`config.mk`:
```
export PLATFORM = sky130hd
export DESIGN_NAME = sllc_ctrl
export DESIGN_NICKNAME = d
export VERILOG_FILES = /design/src/hdl/sllc_pkg.sv /design/src/hdl/sllc_ctrl.sv
export SDC_FILE = /design/constraint.sdc
export NUM_CORES = 1
export LEC_CHECK = 0
export ABC_AREA = 1
export BUFFER_PORTS_ARGS = -buffer_cell sky130_fd_sc_hd__buf_2
export CORE_MARGIN = 10
export CORE_UTILIZATION = 48
export CTS_BUF_LIST = sky130_fd_sc_hd__clkbuf_2
export DETAILED_ROUTE_END_ITERATION = 7
export GPL_ROUTABILITY_DRIVEN = 0
export PLACE_DENSITY = 0.78
export SYNTH_ARGS = -nofsm -noshare
export SYNTH_HDL_FRONTEND = slang
export SYNTH_SLANG_ARGS = --single-unit
```
`constraint.sdc`:
```
create_clock -name i_clk -period 2.7 [get_ports i_clk]
set_input_delay 0 -clock i_clk [delete_from_list [all_inputs] [get_ports i_clk]]
set_output_delay 0 -clock i_clk [all_outputs]
set_load 0.02 [all_outputs]
```
`src/hdl/sllc_pkg.sv`:
```
// Package for the serial link layer control block: offsets, fields, codes
package sllc_pkg;
  // Register byte addresses (printed offsets 0h, 1h, 2h are kept as indices)
  localparam logic [1:0] REG_IDX_FRAMING = 2'h0;
  localparam logic [1:0] REG_IDX_SYNC_LANE = 2'h1;
  localparam logic [1:0] REG_IDX_TEST_PAT = 2'h2;
  localparam logic [3:0] REG_IDX_FRAMES_K = 4'h6;
  localparam logic [3:0] REG_IDX_STATUS = 4'h8;
  localparam logic [11:0] ADDR_FRAMING = 12'h000;
  localparam logic [11:0] ADDR_SYNC_LANE = 12'h004;
  localparam logic [11:0] ADDR_TEST_PAT = 12'h008;
  localparam logic [11:0] ADDR_FRAMES_K = 12'h018;
  localparam logic [11:0] ADDR_STATUS = 12'h020;
  // Reset values
  localparam logic [7:0] RST_REG = 8'h00;
  localparam logic [4:0] RST_FRAMES_K = 5'h00;
  // Writable bit masks; reserved bits read zero
  localparam logic [7:0] MASK_FRAMING = 8'hF7;
  localparam logic [7:0] MASK_SYNC_LANE = 8'hE8;
  localparam logic [7:0] MASK_TEST_PAT = 8'hF8;
  // Field positions, framing register
  localparam int B_MF_OVERRIDE = 7;
  localparam int B_LANE_CHG_EN = 6;
  localparam int B_MODE6_EN2 = 5;
  localparam int B_TRANSPORT_TEST = 4;
  localparam int B_LANE_ALIGN = 2;
  localparam int B_FRAME_ALIGN = 1;
  localparam int B_LINK_SUPPRESS = 0;
  // Field positions, sync/lane register
  localparam int B_SW_SYNC_REQ = 7;
  localparam int B_SW_SYNC_EN = 6;
  localparam int B_SYNC_SEL = 5;
  localparam int B_MODE6_EN3 = 3;
  // Field positions, test pattern register
  localparam int B_DISP_FLIP = 4;
  localparam int B_MASK_CLEAR = 3;
  // Multiframe
  localparam logic [5:0] FRAMES_DEFAULT = 6'd5;
  localparam logic [4:0] MF_COUNT_END = 5'd31;
  // Lane modes
  localparam logic [1:0] LM_UNUSED = 2'b00;
  localparam logic [1:0] LM_20X = 2'b01;
  localparam logic [1:0] LM_40X = 2'b10;
  localparam logic [1:0] LM_80X = 2'b11;
  // Link test pattern codes
  localparam logic [2:0] TP_NORMAL = 3'b000;
  localparam logic [2:0] TP_D21_5 = 3'b001;
  localparam logic [2:0] TP_K28_5 = 3'b010;
  localparam logic [2:0] TP_ILA_LOOP = 3'b011;
  localparam logic [2:0] TP_RPAT = 3'b100;
  // Stream source select codes
  localparam logic [3:0] SRC_SAMPLE = 4'h0;
  localparam logic [3:0] SRC_K28_5 = 4'h1;
  localparam logic [3:0] SRC_D21_5 = 4'h2;
  localparam logic [3:0] SRC_RPAT = 4'h3;
  localparam logic [3:0] SRC_ILA_LOOP = 4'h4;
  localparam logic [3:0] SRC_TRANSPORT = 4'h5;
  // Bus responses
  localparam logic [1:0] RESP_OKAY = 2'b00;
  localparam logic [1:0] RESP_SLVERR = 2'b10;
  typedef enum logic [3:0] {
    SLLC_MF_IDLE = 4'b0001,
    SLLC_MF_K28 = 4'b0010,
    SLLC_MF_ILA = 4'b0100,
    SLLC_MF_DATA = 4'b1000
  } sllc_link_e;
endpackage
```
`src/hdl/sllc_ctrl.sv`:
```
// Link layer control registers and link start sequencing
// Behaviour
// RL1 - Override clear gives five frames per multiframe
// RL2 - Lane mode written only while change enabled
// RL3 - Software enables lane change for modes two, four
// RL4 - Software sets all three mode-six enables together
// RL5 - Transport test replaces samples with long pattern
// RL6 - Lane alignment bit inserts K28.3 characters
// RL7 - Frame alignment bit inserts K28.7 characters
// RL8 - Suppress bit skips alignment sequence after sync
// RL9 - Sync override plus request forces K28.5 data
// RL10 - Select bit picks AB or CD sync input
// RL11 - Lane mode codes 20x, 40x, 80x; 00 unused
// RL12 - Software matches PLL mode to lane mode
// RL13 - Test pattern field selects jitter patterns
// RL14 - Code 011 repeats alignment sequence continuously
// RL15 - Disparity flip acts only with RPAT selected
// RL16 - Writing one clears the multiframe clock mask
// RL17 - Software writes zero to reserved bits
// RL18 - All three control registers reset to zero
// RL19 - Sysref resets count; K28.5 stops at 31
// RL20 - Programmed multiframe length is value plus one
// RL21 - Reserved bits read back as zero
`timescale 1ns/1ns
module sllc_ctrl (
  // Clock and reset
  input wire logic i_clk,
  input wire logic i_sys_rst,
  // AXI4-Lite write address
  input wire logic [11:0] i_awaddr,
  input wire logic i_awvalid,
  output logic o_awready,
  // AXI4-Lite write data
  input wire logic [31:0] i_wdata,
  input wire logic [3:0] i_wstrb,
  input wire logic i_wvalid,
  output logic o_wready,
  // AXI4-Lite write response
  output logic [1:0] o_bresp,
  output logic o_bvalid,
  input wire logic i_bready,
  // AXI4-Lite read
  input wire logic [11:0] i_araddr,
  input wire logic i_arvalid,
  output logic o_arready,
  output logic [31:0] o_rdata,
  output logic [1:0] o_rresp,
  output logic o_rvalid,
  input wire logic i_rready,
  // Link side
  input wire logic i_sync_in_pair_ab_n,
  input wire logic i_sync_in_pair_cd_n,
  input wire logic i_sysref,
  input wire logic i_force_count_en,
  input wire logic [4:0] i_count_init,
  input wire logic i_decim_mode6_enable_first,
  // Controls to the lane datapath
  output logic [3:0] o_stream_src,
  output logic o_insert_k28_3,
  output logic o_insert_k28_7,
  output logic o_disp_flip,
  output logic [1:0] o_lane_mode,
  output logic o_decim_mode6_active,
  output logic [5:0] o_frames_per_mf,
  output logic o_mf_mask_clear,
  output logic [4:0] o_mf_count,
  output logic o_sync_req
);
  logic [7:0] framing_q;
  logic [7:0] sync_lane_q;
  logic [7:0] test_pat_q;
  logic [4:0] frames_k_q;
  logic aw_held_q;
  logic w_held_q;
  logic [11:0] awaddr_q;
  logic [31:0] wdata_q;
  logic [3:0] wstrb_q;
  logic do_write;
  logic [4:0] mf_count_q;
  logic [5:0] frame_cnt_q;
  logic sync_sel_n;
  logic [7:0] sync_merged;
  sllc_pkg::sllc_link_e link_q;

  function automatic logic [7:0] merge_byte(input logic [7:0] old_v, input logic [7:0] new_v,
                                            input logic en, input logic [7:0] mask);
    merge_byte = en ? (new_v & mask) : old_v;
  endfunction

  // Address and data may arrive in either order
  assign do_write = aw_held_q && w_held_q && !o_bvalid;
  assign sync_merged = merge_byte(sync_lane_q, wdata_q[7:0], wstrb_q[0],
                                  sllc_pkg::MASK_SYNC_LANE);

  always_ff @(posedge i_clk or posedge i_sys_rst) begin
    if (i_sys_rst) begin
      aw_held_q <= 1'b0;
      awaddr_q <= 12'h000;
    end else if (i_awvalid && o_awready) begin
      aw_held_q <= 1'b1;
      awaddr_q <= i_awaddr;
    end else if (do_write) begin
      aw_held_q <= 1'b0;
    end
  end

  always_ff @(posedge i_clk or posedge i_sys_rst) begin
    if (i_sys_rst) begin
      w_held_q <= 1'b0;
      wdata_q <= 32'h0000_0000;
      wstrb_q <= 4'h0;
    end else if (i_wvalid && o_wready) begin
      w_held_q <= 1'b1;
      wdata_q <= i_wdata;
      wstrb_q <= i_wstrb;
    end else if (do_write) begin
      w_held_q <= 1'b0;
    end
  end

  // Readies registered from next held and response state, same timing as a gate
  always_ff @(posedge i_clk or posedge i_sys_rst) begin
    if (i_sys_rst) begin
      o_awready <= 1'b1;
      o_wready <= 1'b1;
    end else begin
      o_awready <= !do_write && !(o_bvalid && !i_bready) && !aw_held_q &&
                   !(i_awvalid && o_awready);
      o_wready <= !do_write && !(o_bvalid && !i_bready) && !w_held_q &&
                  !(i_wvalid && o_wready);
    end
  end

  always_ff @(posedge i_clk or posedge i_sys_rst) begin
    if (i_sys_rst) begin
      o_bvalid <= 1'b0;
      o_bresp <= sllc_pkg::RESP_OKAY;
    end else if (do_write) begin
      o_bvalid <= 1'b1;
      o_bresp <= (awaddr_q == sllc_pkg::ADDR_FRAMING || awaddr_q == sllc_pkg::ADDR_SYNC_LANE ||
                  awaddr_q == sllc_pkg::ADDR_TEST_PAT || awaddr_q == sllc_pkg::ADDR_FRAMES_K) ?
                 sllc_pkg::RESP_OKAY : sllc_pkg::RESP_SLVERR;
    end else if (i_bready) begin
      o_bvalid <= 1'b0;
    end
  end

  // Registers clear to zero at reset
  always_ff @(posedge i_clk or posedge i_sys_rst) begin
    if (i_sys_rst) begin
      framing_q <= sllc_pkg::RST_REG; // RL18
      sync_lane_q <= sllc_pkg::RST_REG; // RL18
      test_pat_q <= sllc_pkg::RST_REG; // RL18
      frames_k_q <= sllc_pkg::RST_FRAMES_K;
    end else if (do_write) begin
      case (awaddr_q)
        sllc_pkg::ADDR_FRAMING:
          framing_q <= merge_byte(framing_q, wdata_q[7:0], wstrb_q[0],
                                  sllc_pkg::MASK_FRAMING); // RL21
        sllc_pkg::ADDR_SYNC_LANE: begin
          sync_lane_q[7:2] <= sync_merged[7:2]; // RL21
          // Lane mode only moves while the change enable is set
          if (wstrb_q[0] && framing_q[sllc_pkg::B_LANE_CHG_EN]) begin
            sync_lane_q[1:0] <= wdata_q[1:0]; // RL2
          end
        end
        sllc_pkg::ADDR_TEST_PAT:
          test_pat_q <= merge_byte(test_pat_q, wdata_q[7:0], wstrb_q[0],
                                   sllc_pkg::MASK_TEST_PAT); // RL21
        sllc_pkg::ADDR_FRAMES_K:
          if (wstrb_q[0]) begin
            frames_k_q <= wdata_q[4:0];
          end
        default: begin
        end
      endcase
    end
  end

  // Mask clear is a one-cycle pulse per write of one; stored bit reads back
  always_ff @(posedge i_clk or posedge i_sys_rst) begin
    if (i_sys_rst) begin
      o_mf_mask_clear <= 1'b0;
    end else begin
      o_mf_mask_clear <= do_write && awaddr_q == sllc_pkg::ADDR_TEST_PAT && wstrb_q[0] &&
                         wdata_q[sllc_pkg::B_MASK_CLEAR]; // RL16
    end
  end

  // Read channel: one read at a time, answer one cycle after address
  always_ff @(posedge i_clk or posedge i_sys_rst) begin
    if (i_sys_rst) begin
      o_rvalid <= 1'b0;
      o_arready <= 1'b1;
      o_rdata <= 32'h0000_0000;
      o_rresp <= sllc_pkg::RESP_OKAY;
    end else if (i_arvalid && o_arready) begin
      o_rvalid <= 1'b1;
      o_arready <= 1'b0;
      o_rresp <= sllc_pkg::RESP_OKAY;
      case (i_araddr)
        sllc_pkg::ADDR_FRAMING: o_rdata <= {24'h000000, framing_q};
        sllc_pkg::ADDR_SYNC_LANE: o_rdata <= {24'h000000, sync_lane_q};
        sllc_pkg::ADDR_TEST_PAT: o_rdata <= {24'h000000, test_pat_q};
        sllc_pkg::ADDR_FRAMES_K: o_rdata <= {27'h0000000, frames_k_q};
        sllc_pkg::ADDR_STATUS: o_rdata <= {20'h00000, link_q, 3'h0, mf_count_q};
        default: begin
          o_rdata <= 32'h0000_0000;
          o_rresp <= sllc_pkg::RESP_SLVERR;
        end
      endcase
    end else if (i_rready) begin
      o_rvalid <= 1'b0;
      o_arready <= 1'b1;
    end
  end

  // Sync select picks which request pin drives the link
  assign sync_sel_n = sync_lane_q[sllc_pkg::B_SYNC_SEL] ?
                      i_sync_in_pair_cd_n : i_sync_in_pair_ab_n; // RL10

  always_ff @(posedge i_clk or posedge i_sys_rst) begin
    if (i_sys_rst) begin
      o_sync_req <= 1'b0;
    end else begin
      o_sync_req <= !sync_sel_n;
    end
  end

  // Frames per multiframe
  always_ff @(posedge i_clk or posedge i_sys_rst) begin
    if (i_sys_rst) begin
      o_frames_per_mf <= sllc_pkg::FRAMES_DEFAULT;
    end else if (framing_q[sllc_pkg::B_MF_OVERRIDE]) begin
      o_frames_per_mf <= {1'b0, frames_k_q} + 6'd1; // RL20
    end else begin
      o_frames_per_mf <= sllc_pkg::FRAMES_DEFAULT; // RL1
    end
  end

  // Multiframe counter, restarted by sysref
  always_ff @(posedge i_clk or posedge i_sys_rst) begin
    if (i_sys_rst) begin
      mf_count_q <= 5'h00;
      frame_cnt_q <= 6'h00;
    end else if (i_sysref) begin
      mf_count_q <= i_force_count_en ? i_count_init : 5'h00; // RL19
      frame_cnt_q <= 6'h00;
    end else if (frame_cnt_q + 6'd1 >= o_frames_per_mf) begin
      frame_cnt_q <= 6'h00;
      mf_count_q <= mf_count_q + 5'd1;
    end else begin
      frame_cnt_q <= frame_cnt_q + 6'd1;
    end
  end

  // Link start: K28.5 while sync asserted, then ILA unless suppressed
  always_ff @(posedge i_clk or posedge i_sys_rst) begin
    if (i_sys_rst) begin
      link_q <= sllc_pkg::SLLC_MF_IDLE;
    end else if (!sync_sel_n) begin
      link_q <= sllc_pkg::SLLC_MF_K28;
    end else begin
      case (link_q)
        sllc_pkg::SLLC_MF_IDLE: link_q <= sllc_pkg::SLLC_MF_DATA;
        sllc_pkg::SLLC_MF_K28:
          // K28.5 runs on until the multiframe count reaches its end
          if (mf_count_q == sllc_pkg::MF_COUNT_END) begin // RL19
            link_q <= framing_q[sllc_pkg::B_LINK_SUPPRESS] ?
                      sllc_pkg::SLLC_MF_DATA : sllc_pkg::SLLC_MF_ILA; // RL8
          end
        sllc_pkg::SLLC_MF_ILA:
          if (mf_count_q == sllc_pkg::MF_COUNT_END) begin
            link_q <= sllc_pkg::SLLC_MF_DATA;
          end
        sllc_pkg::SLLC_MF_DATA: link_q <= sllc_pkg::SLLC_MF_DATA;
        default: link_q <= sllc_pkg::SLLC_MF_IDLE;
      endcase
    end
  end

  // Stream source priority: link start, software sync, test patterns, data
  always_ff @(posedge i_clk or posedge i_sys_rst) begin
    if (i_sys_rst) begin
      o_stream_src <= sllc_pkg::SRC_SAMPLE;
    end else if (link_q == sllc_pkg::SLLC_MF_K28) begin
      o_stream_src <= sllc_pkg::SRC_K28_5;
    end else if (link_q == sllc_pkg::SLLC_MF_ILA) begin
      o_stream_src <= sllc_pkg::SRC_ILA_LOOP; // RL8
    end else if (sync_lane_q[sllc_pkg::B_SW_SYNC_EN] && sync_lane_q[sllc_pkg::B_SW_SYNC_REQ]) begin
      o_stream_src <= sllc_pkg::SRC_K28_5; // RL9
    end else begin
      case (test_pat_q[7:5]) // RL13
        sllc_pkg::TP_D21_5: o_stream_src <= sllc_pkg::SRC_D21_5;
        sllc_pkg::TP_K28_5: o_stream_src <= sllc_pkg::SRC_K28_5;
        sllc_pkg::TP_ILA_LOOP: o_stream_src <= sllc_pkg::SRC_ILA_LOOP; // RL14
        sllc_pkg::TP_RPAT: o_stream_src <= sllc_pkg::SRC_RPAT;
        default: o_stream_src <= framing_q[sllc_pkg::B_TRANSPORT_TEST] ?
                                 sllc_pkg::SRC_TRANSPORT : sllc_pkg::SRC_SAMPLE; // RL5
      endcase
    end
  end

  // Static controls to the lane datapath
  always_ff @(posedge i_clk or posedge i_sys_rst) begin
    if (i_sys_rst) begin
      o_insert_k28_3 <= 1'b0;
      o_insert_k28_7 <= 1'b0;
      o_disp_flip <= 1'b0;
      o_lane_mode <= sllc_pkg::LM_UNUSED;
      o_decim_mode6_active <= 1'b0;
    end else begin
      o_insert_k28_3 <= framing_q[sllc_pkg::B_LANE_ALIGN]; // RL6
      o_insert_k28_7 <= framing_q[sllc_pkg::B_FRAME_ALIGN]; // RL7
      o_disp_flip <= test_pat_q[sllc_pkg::B_DISP_FLIP] &&
                     test_pat_q[7:5] == sllc_pkg::TP_RPAT; // RL15
      o_lane_mode <= sync_lane_q[1:0]; // RL11
      // Mode six only works with the first-enable input and both software enable bits set
      o_decim_mode6_active <= i_decim_mode6_enable_first && framing_q[sllc_pkg::B_MODE6_EN2] &&
                              sync_lane_q[sllc_pkg::B_MODE6_EN3]; // RL4
    end
  end

  assign o_mf_count = mf_count_q;
endmodule // sllc_ctrl

```
Word-level counts from Yosys, hierarchy flattened

Cells that the tools add are included.

Output and inout port bits: 64
Register bits after elaboration: 120

Add/sub/neg operators: 3
Magnitude comparators: 1
Reduce and logical (&&, ||, !) cells: 46
Equal/unequal tests: 18
Multiplexer cells: 29

Operator list:

| cell                                           | count |
|---|---|
| case mux 12 bit (5 select lines)               | 1 |
| == test 12 x 3 -> 1 bit, second input constant | 2 |
| == test 12 x 4 -> 1 bit, second input constant | 2 |
| == test 12 x 5 -> 1 bit, second input constant | 2 |
| logical NOT 12 bit                             | 2 |
| logical AND 1 bit                              | 19 |
| two-way mux 6 bit                              | 3 |
| two-way mux 4 bit                              | 4 |
| two-way mux 5 bit                              | 3 |
| AND reduction 3 bit                            | 5 |
| == test 12 x 6 -> 1 bit, second input constant | 1 |
| two-way mux 3 bit                              | 4 |
| case mux 3 bit (4 select lines)                | 1 |
| case mux 4 bit (3 select lines)                | 1 |
| two-way mux 1 bit                              | 10 |
| nonzero test 2 bit                             | 5 |
| logical NOT 1 bit                              | 9 |
| adder 5 x 1 -> 6 bit, second input constant    | 1 |
| adder 6 x 1 -> 6 bit, second input constant    | 1 |
| == test 3 x 2 -> 1 bit, second input constant  | 2 |
| >= comparator 6 bit                            | 1 |
| inequality test 3 bit, second input constant   | 2 |
| adder 5 x 1 -> 5 bit, second input constant    | 1 |
| == test 5 bit, second input constant           | 1 |
| other kinds (11)                               | 14 |

Logic depth before layout (Yosys ltp)

Gate-level depths: netlist of the first run.

Depth after elaboration: 6
Gate-level depth with buffers: 12

Least setup slack after synthesis of the first run

No wires, ideal clock.

Kind: register -> register
Start point: register frame_cnt_q[0]
End point: register mf_count_q[0], in the netlist o_mf_count[0]
Library setup time: 0.117 ns
Arrival time: 1.954 ns
Cell stages (with the launch flop): 12
Path buffers: 1
Setup slack: 0.629 ns
Required time: 2.583 ns
Cell sequence: dfrtp_1 -> ha_1 -> nand3_1 -> xor2_1 -> inv_1 -> ha_1 -> and3_1 -> a21oi_2 -> nand2_1 -> buf_2 -> nand2_1 -> nand2_1

Word-level cells in the longest chain between the ends: 3

RTL lines:

| item                         | RTL line         | source |
|---|---|---|
| start: declaration           | sllc_ctrl.sv:80  | `logic [5:0] frame_cnt_q;` |
| start signal: assignment     | sllc_ctrl.sv:253 | `frame_cnt_q <= frame_cnt_q + 6'd1;` |
| adder 6 x 1 -> 6 bit         | sllc_ctrl.sv:249 | `end else if (frame_cnt_q + 6'd1 >= o_frames_per_mf) begin` |
| >= comparator 6 bit          | sllc_ctrl.sv:249 |  |
| nonzero test 2 bit (no line) | n/a              |  |
| end signal: assignment       | sllc_ctrl.sv:247 | `mf_count_q <= i_force_count_en ? i_count_init : 5'h00;` |
| end signal: assignment       | sllc_ctrl.sv:251 | `mf_count_q <= mf_count_q + 5'd1;` |
| end: declaration             | sllc_ctrl.sv:79  | `logic [4:0] mf_count_q;` |

Every way passes these cells.
A chain may end at the register's enable or synchronous reset.

Worst setup path after layout of the first run

Start point: input port i_araddr[8]
End point: register o_rdata[1]

Word-level cells in the longest chain between the ends: 2

RTL lines:

| item                                            | RTL line         | source |
|---|---|---|
| start: declaration                              | sllc_ctrl.sv:43  | `input wire logic [11:0] i_araddr,` |
| == test 12 x 6 -> 1 bit (tied with other cells) | sllc_ctrl.sv:201 | `case (i_araddr)` |
| case mux 12 bit (5 select lines) *              | sllc_ctrl.sv:201 |  |
| end signal: assignment                          | sllc_ctrl.sv:202 | `sllc_pkg::ADDR_FRAMING: o_rdata <= {24'h000000, framing_q};` |
| end signal: assignment                          | sllc_ctrl.sv:203 | `sllc_pkg::ADDR_SYNC_LANE: o_rdata <= {24'h000000, sync_lane_q};` |
| end signal: assignment                          | sllc_ctrl.sv:204 | `sllc_pkg::ADDR_TEST_PAT: o_rdata <= {24'h000000, test_pat_q};` |
| end: declaration                                | sllc_ctrl.sv:46  | `output logic [31:0] o_rdata,` |

Every way passes the cells marked *; elsewhere a longest branch is shown, timed or not.

==> impl_metrics.py, run 1 <==
metrics = {
    "clock_network": {
        "clk_pin_slew_ns": 0.31,
        "worstSkewPairLatency_ns": 0.56,
        "clk_root_buffer_cell": "sky130_fd_sc_hd__clkbuf_2",
        "tritoncts": "done",
        "clock_tree_sinks": 97,
        "cts_htree_levels": 3,
        "cts.path.max_buffers": 2,
        "cts_made_buffers": 9,
    },
    "yosys": {
        "yosysUniqueCellTypes": 34,
        "synth_seq_area_share": 0.530,
        "ys_async_sr_fraction": 1.00,
        "post_synth.cell_area_avg_um2": 8.45,
        "synth_enable_flop_cells": 0,
        "netlist_area_um2": 4600,
        "ys_seq_elements": 97,
        "dominant_combinational_cell_family_by_area_after_synthesis": "simple AND/OR/NAND/NOR gates",
        "synth_top_cell_area_share": 0.495,
        "synth_compound_gate_area_share": 0.0819,
        "muxShareOfSynthArea": 0,
        "post_synth_and_or_nand_nor_area_fraction": 0.252,
        "synth_xor_area_frac": 0.0114,
        "post_synth_main_area_contributors": "sky130_fd_sc_hd__dfrtp_1 (50%), sky130_fd_sc_hd__nand2_1 (12%), sky130_fd_sc_hd__nand3_1 (6.0%)",
        "netlist_instances": 544,
        "dominantRegCellSynth": "sky130_fd_sc_hd__dfrtp_1",
        "synth.largest_area_cell": "sky130_fd_sc_hd__dfrtp_1",
        "yosys.area_share.adder": 0.0272,
        "ys_warn_count": 0,
    },
    "setup_path": {
        "slowest_stage_cell_cp": "sky130_fd_sc_hd__dlygate4sd3_1",
        "endpoint_kind": "register",
        "timing.setup.critical_path_class": "in2reg",
        "critPathMaxFanout": 8,
        "cp_common_cell": "sky130_fd_sc_hd__dlygate4sd3_1",
        "worst-endpoint-required_ns": 3.24,
        "worst_ep_arrival_time_ns": 3.28,
        "worst_path_cell_chain": "dlygate4sd3_1 -> buf_2 -> nor2_1 -> dlygate4sd3_1 -> nand2_1 -> dlygate4sd3_1 -> nor2_2 -> nand3_1 -> nand4_1 -> dlygate4sd3_1 -> nand2_1 -> nand2_1",
        "r2r_setup_slack_ns": 0.28,
        "critical_path.startpoint_type": "primary input",
        "max_stage_delay_ns": 0.57,
    },
    "status": {
        "violations": "negative setup slack",
        "run_status": "finished, violations left",
    },
    "timing": {
        "hold_violations": 0,
        "max_clock_freq_mhz": 364,
        "finalClockSkew_ns": 0.0626,
        "finalSetupViolations": 1,
        "drv_slew": 0,
        "slew_headroom": 0.608,
        "share_of_the_clock_period_used_by_the_worst_path_after_layout": 1.02,
        "period_minus_slack_ns": 2.74,
        "setup_ws_final_ns": -0.0448,
        "max_slew.worst_pin.slew_ns": 0.587,
    },
    "detailed_routing": {
        "route.detailed.vias_per_inst": 4.91,
        "route.vias.total": 4115,
        "routed_wirelength_um": 12000,
        "avgRoutedWirePerCell_um": 14.3,
        "drt.antenna.violating_nets": 0,
        "firstDrtPassIters": 5,
        "initial_detailed_routing_violation_count": 275,
        "route.detailed.drc": 0,
    },
    "layout": {
        "area_added_between_synthesis_and_finish_pct": 28.3,
        "layout.cells.most_common": "sky130_fd_sc_hd__nand2_1",
        "drive_above_1_share": 0.185,
        "commonest_non_fill_non_tap_cells_in_the_layout": "sky130_fd_sc_hd__nand2_1 (142), sky130_fd_sc_hd__dfrtp_1 (91), sky130_fd_sc_hd__buf_2 (90)",
        "nets": 791,
        "antenna_cells": 0,
    },
    "die": {
        "core_area_um2": 9280,
        "initial_core_util": 0.495,
        "io_pins": 141,
        "core.rowCount": 35,
        "die_area_um2": 13900,
        "die_w_um": 118,
        "dieHeight_um": 118,
    },
    "worst_hold_path": {
        "worst_min_delay_path_class": "in2async",
    },
    "global_routing": {
        "groute.usage.overall": 0.174,
        "remaining_overflow_grt": 0,
        "first_global_vias": 4258,
        "grt_first_pass_wirelength_um": 20600,
        "antenna_found_initial": 0,
        "grt_max_degree": 98,
    },
    "place": {
        "preCtsSetupSlack_ns": 0.269,
        "hpwl_after_detailed_placement_um": 7970,
        "buffer_ports.inserted": 90,
    },
    "run": {
        "timing.max_cap.violations": 0,
    },
    "pwr": {
        "net_switching_power_figure_mw": 1.54,
        "power.density_nw_per_um2": 668,
        "internal_power_mw": 2.40,
        "pwr-share-clk": 0.165,
        "p_seq_frac": 0.509,
        "power.combinational.fraction": 0.326,
        "power.ir.vdd_worst_mv": 0.509,
        "finalPower_mw": 3.94,
        "cellLeakagePower_nw": 3.12,
        "switching_share": 0.390,
    },
}
-- sequential cells by signal (all words and copies together), names as in the netlist, 2 cells and up --
name / flops
test_pat_q: 5
o_lane_mode: 2
frames_k_q: 5
o_mf_count: 5
sync_lane_q: 6
framing_q: 7
awaddr_q: 12
frame_cnt_q: 6
o_rdata: 12
o_frames_per_mf: 6
o_stream_src: 3
wdata_q: 8
link_q: 4
-- through the flow --
stage	TNS (ns)	util	instances	hold WS [ns]	area [um2]
6_report	-0.0448	0.635	838	0.0671	5900
5_1_grt	-0.0681	0.635	838	0.0486	5900
4_1_cts	0	0.633	837	0.00627	5880
3_5_place_dp	0	0.549	753	0.170	5090
3_3_place_gp	0	0.549	753	0.154	5090
2_1_floorplan	0	-	566	0.0964	4680
-- worst max-delay path, delay by kind of cell --
| kind | cells | cell delay (ns) |
|---|---|---|
| buffers and inverters | 5 | 2.35 |
| and+or+nand+nor | 7 | 0.93 |
-- timing repair --
item                                    4_1_cts  5_1_grt
buffers inserted                              0        1
hold endpoints to repair                    145        0
hold buffers                                 68        0
resized for setup                             0        5
endpoints found under the setup margin        0        3
-- cell type report --
class                   count  area (um2)
inverters                  60         228
clock buffers              10        50.0
fillers                   790        3390
flip-flops and latches     97        2430
multi-input cells         376        1810
well taps                 129         161
clock inverters             6        50.0
repair buffers            160        1160
-- layer usage --
layer / vias up / GRT usage / wire, um
li1: 2027 / - / -
met1: 1934 / 0.224 / 5330
met2: 145 / 0.289 / 5840
met3: 9 / 0.0384 / 755
met4: 0 / 0.0487 / 104
met5: - / 0 / 0
-- cells in the mapped netlist (all sizes together) (6+ instances only) --
library cell	n
dfrtp	91
dfstp	6
inv	58
ha	10
buf	28
nand3	57
nand2	143
nor3	6
nor2	55
o21ai	42
nand4	6
a21oi	15
-- worst paths after layout --
check / start / to / cells past startpoint
worst min-delay path: i_sys_rst / o_stream_src[1]$_DFF_PP0_ / 4
min in group i_clk: i_araddr[5] / o_rdata[4]$_DFFE_PP0P_ / 8
worst max register to register: frame_cnt_q[0]$_DFF_PP0_ / o_mf_count[2]$_DFFE_PP0P_ / 9
worst min register to register: sync_lane_q[0]$_DFFE_PP0P_ / o_lane_mode[0]$_DFF_PP0_ / 0
worst max-delay path: i_araddr[8] / o_rdata[1]$_DFFE_PP0P_ / 12
max in group asynchronous: i_sys_rst / o_frames_per_mf[0]$_DFF_PP1_ / 4
-- power by group through the flow --
stage | sequential [mW] | clock, mW | combinational [mW]
floorplan | 2.06 | 0 | 0.724
global placement | 2.01 | 0 | 1.05
detailed placement | 2.02 | 0 | 1.09
CTS | 1.99 | 0.667 | 1.26
global route | 2.04 | 0.721 | 1.46
finish | 2.00 | 0.650 | 1.29
-- cell families (layout without fill, tap and decap cells) --
logic type,count (synthesis),in the layout
flip-flops,97,97
buffers and inverters,93,236
AND/OR/NAND/NOR,272,272
other,1,23
adder cells (fa/ha/maj),10,10
XOR/XNOR,6,6
AO/OA/AOI/OAI,65,65
Power figures use the tool's default switching activity.
==> run 2: changes to the inputs <==
--- a/config.mk
+++ b/config.mk
@@ -7,7 +7,7 @@
 export LEC_CHECK = 0
 export ABC_AREA = 1
 export BUFFER_PORTS_ARGS = -buffer_cell sky130_fd_sc_hd__buf_2
-export CORE_MARGIN = 10
+export CORE_MARGIN = 2
 export CORE_UTILIZATION = 48
 export CTS_BUF_LIST = sky130_fd_sc_hd__clkbuf_2
 export DETAILED_ROUTE_END_ITERATION = 7
==> run 2 against run 1 <==
Effect of this change:
- the flow finishes with violations (negative hold slack)
- sequential share of layout area grew 0.21 points
- die area shrank 25%
- combinational power is essentially flat
- routed wire length down 7.0%
- core utilization decreased by 0.32 points
- critical path depth unchanged
- setup slack gained 0.10 ns
==> impl_metrics.py, run 2 (synthesis results as in run 1) <==
metrics = {
    "pwr": {
        "cellLeakagePower_nw": 3.11,
        "net_switching_power_figure_mw": 1.48,
        "power.density_nw_per_um2": 675,
        "finalPower_mw": 3.96,
        "internal_power_mw": 2.48,
        "switching_share": 0.373,
        "p_seq_frac": 0.502,
        "power.combinational.fraction": 0.322,
        "power.ir.vdd_worst_mv": 0.514,
        "pwr-share-clk": 0.176,
    },
    "layout": {
        "commonest_non_fill_non_tap_cells_in_the_layout": "sky130_fd_sc_hd__nand2_1 (142), sky130_fd_sc_hd__dfrtp_1 (91), sky130_fd_sc_hd__buf_2 (90)",
        "drive_above_1_share": 0.187,
        "area_added_between_synthesis_and_finish_pct": 27.7,
        "layout.cells.most_common": "sky130_fd_sc_hd__nand2_1",
        "largestRegisters": "awaddr_q: 12 flops, o_rdata: 12 flops, wdata_q: 8 flops",
        "nets": 788,
        "antenna_cells": 0,
        "layout.core_utilization": 0.632,
    },
    "clock_network": {
        "cts_made_buffers": 9,
        "worstSkewPairLatency_ns": 0.56,
        "cts_htree_levels": 3,
        "clk_pin_slew_ns": 0.24,
        "tritoncts": "done",
        "clock_tree_sinks": 97,
        "post-cts-setup-buffers": 0,
        "clk_root_buffer_cell": "sky130_fd_sc_hd__clkbuf_2",
        "cts.path.max_buffers": 2,
    },
    "detailed_routing": {
        "drt.antenna.violating_nets": 0,
        "route.detailed.vias_per_inst": 4.89,
        "route.detailed.drc": 0,
        "initial_detailed_routing_violation_count": 161,
        "route.vias.total": 4082,
        "avgRoutedWirePerCell_um": 13.4,
        "firstDrtPassIters": 6,
        "routed_wirelength_um": 11200,
    },
    "die": {
        "dieHeight_um": 102,
        "io_pins": 141,
        "core.rowCount": 35,
        "core_area_um2": 9280,
        "die_area_um2": 10400,
        "initial_core_util": 0.495,
        "die_w_um": 102,
    },
    "status": {
        "run_status": "finished, violations left",
        "violations": "negative hold slack",
    },
    "setup_path": {
        "worst_ep_arrival_time_ns": 3.16,
        "worst-r2r-cell-count": 9,
        "critPathMaxFanout": 6,
        "critical_path.startpoint_type": "primary input",
        "worst-endpoint-required_ns": 3.22,
        "timing.setup.critical_path_class": "in2reg",
        "endpoint_kind": "register",
    },
    "run": {
        "timing.max_cap.violations": 0,
    },
    "global_routing": {
        "remaining_overflow_grt": 0,
        "antenna_found_initial": 0,
        "first_global_vias": 4042,
        "groute.usage.overall": 0.224,
        "grt_max_degree": 51,
        "grt_first_pass_wirelength_um": 18100,
    },
    "place": {
        "buffer_ports.inserted": 90,
        "hpwl_after_detailed_placement_um": 7390,
    },
    "timing": {
        "period_minus_slack_ns": 2.64,
        "max_clock_freq_mhz": 378,
        "share_of_the_clock_period_used_by_the_worst_path_after_layout": 0.979,
        "max_slew.worst_pin.slew_ns": 0.869,
        "hold_violations": 1,
        "drv_slew": 0,
        "finalHoldWorstSlack_ns": -0.00397,
        "timing.setup.tns_ns": 0,
        "finalClockSkew_ns": 0.0298,
        "slew_headroom": 0.420,
        "finalSetupViolations": 0,
    },
    "worst_hold_path": {
        "worst_min_delay_path_class": "in2reg",
        "number_of_cells_traversed_by_the_worst_hold_path": 8,
    },
}
==> run 2: what timing repair did <==
action | in CTS | in global routing
resized for setup | 0 | 3
hold buffers | 62 | 2
endpoints found under the setup margin | 0 | 3
hold endpoints to repair | 97 | 1
==> run 2: critical path, cell delays in order <==
cell and delay [ns]:
sky130_fd_sc_hd__dlygate4sd3_1 0.52, sky130_fd_sc_hd__buf_2 0.12, sky130_fd_sc_hd__nor2_1 0.14, sky130_fd_sc_hd__dlygate4sd3_1 0.62
sky130_fd_sc_hd__nand3_1 0.09, sky130_fd_sc_hd__dlygate4sd3_1 0.59, sky130_fd_sc_hd__nor2_2 0.20, sky130_fd_sc_hd__dlygate4sd3_1 0.60
sky130_fd_sc_hd__nand3_1 0.07, sky130_fd_sc_hd__nand3_1 0.09, sky130_fd_sc_hd__nand2_1 0.06, sky130_fd_sc_hd__nand2_1 0.07
==> run 2: stage by stage <==
stage / area, um2 / hold slack, ns / setup WS [ns] / std cells
after CTS: 5840 / 0.00121 / 0.128 / 833
after global placement: 5110 / 0.182 / 0.425 / 755
after global routing: 5870 / 0.0119 / -0.0114 / 835
after detailed placement: 5110 / 0.196 / 0.296 / 755
final: 5870 / -0.00397 / 0.0573 / 835
after floorplan: 4680 / 0.0964 / 0.176 / 566
==> run 2: worst paths after layout <==
kind | slack [ns] | endpoint | start
worst min-delay path | -0.004 | o_rdata[0]$_DFFE_PP0P_ | i_araddr[2]
worst min register to register | 0.42 | o_awready$_DFF_PP1_ | aw_held_q$_DFFE_PP0P_
worst max register to register | 0.37 | o_mf_count[2]$_DFFE_PP0P_ | frame_cnt_q[0]$_DFF_PP0_
worst max-delay path | 0.06 | o_rdata[2]$_DFFE_PP0P_ | i_araddr[6]
max in group asynchronous | 1.83 | o_arready$_DFFE_PP1P_ | i_sys_rst
min in group asynchronous | 0.09 | o_stream_src[1]$_DFF_PP0_ | i_sys_rst
==> run 2: layer usage <==
layer,GRT usage,vias up,part of all wire
li1,-,2011,-
met1,0.265,1912,0.41
met2,0.402,131,0.52
met3,0.0356,28,0.045
met4,0.101,0,0.026
met5,0,-,0
==> run 2: layout make-up <==
type	count	area, um2
tap	129	161
multi-input combinational	376	1810
clock buffer	11	55.1
fill	779	3420
sequential	97	2430
timing repair buffer	157	1130
inverter	60	226
clock inverter	5	56.3
==> run 2: power groups by stage <==
stage               Combinational [mW]  Sequential (mW)  Clock [mW]
finish                            1.27             1.99       0.698
detailed placement                1.09             2.01           0
global placement                  1.04             2.00           0
floorplan                        0.724             2.06           0
global route                      1.44             2.04       0.775
CTS                               1.26             1.98       0.707
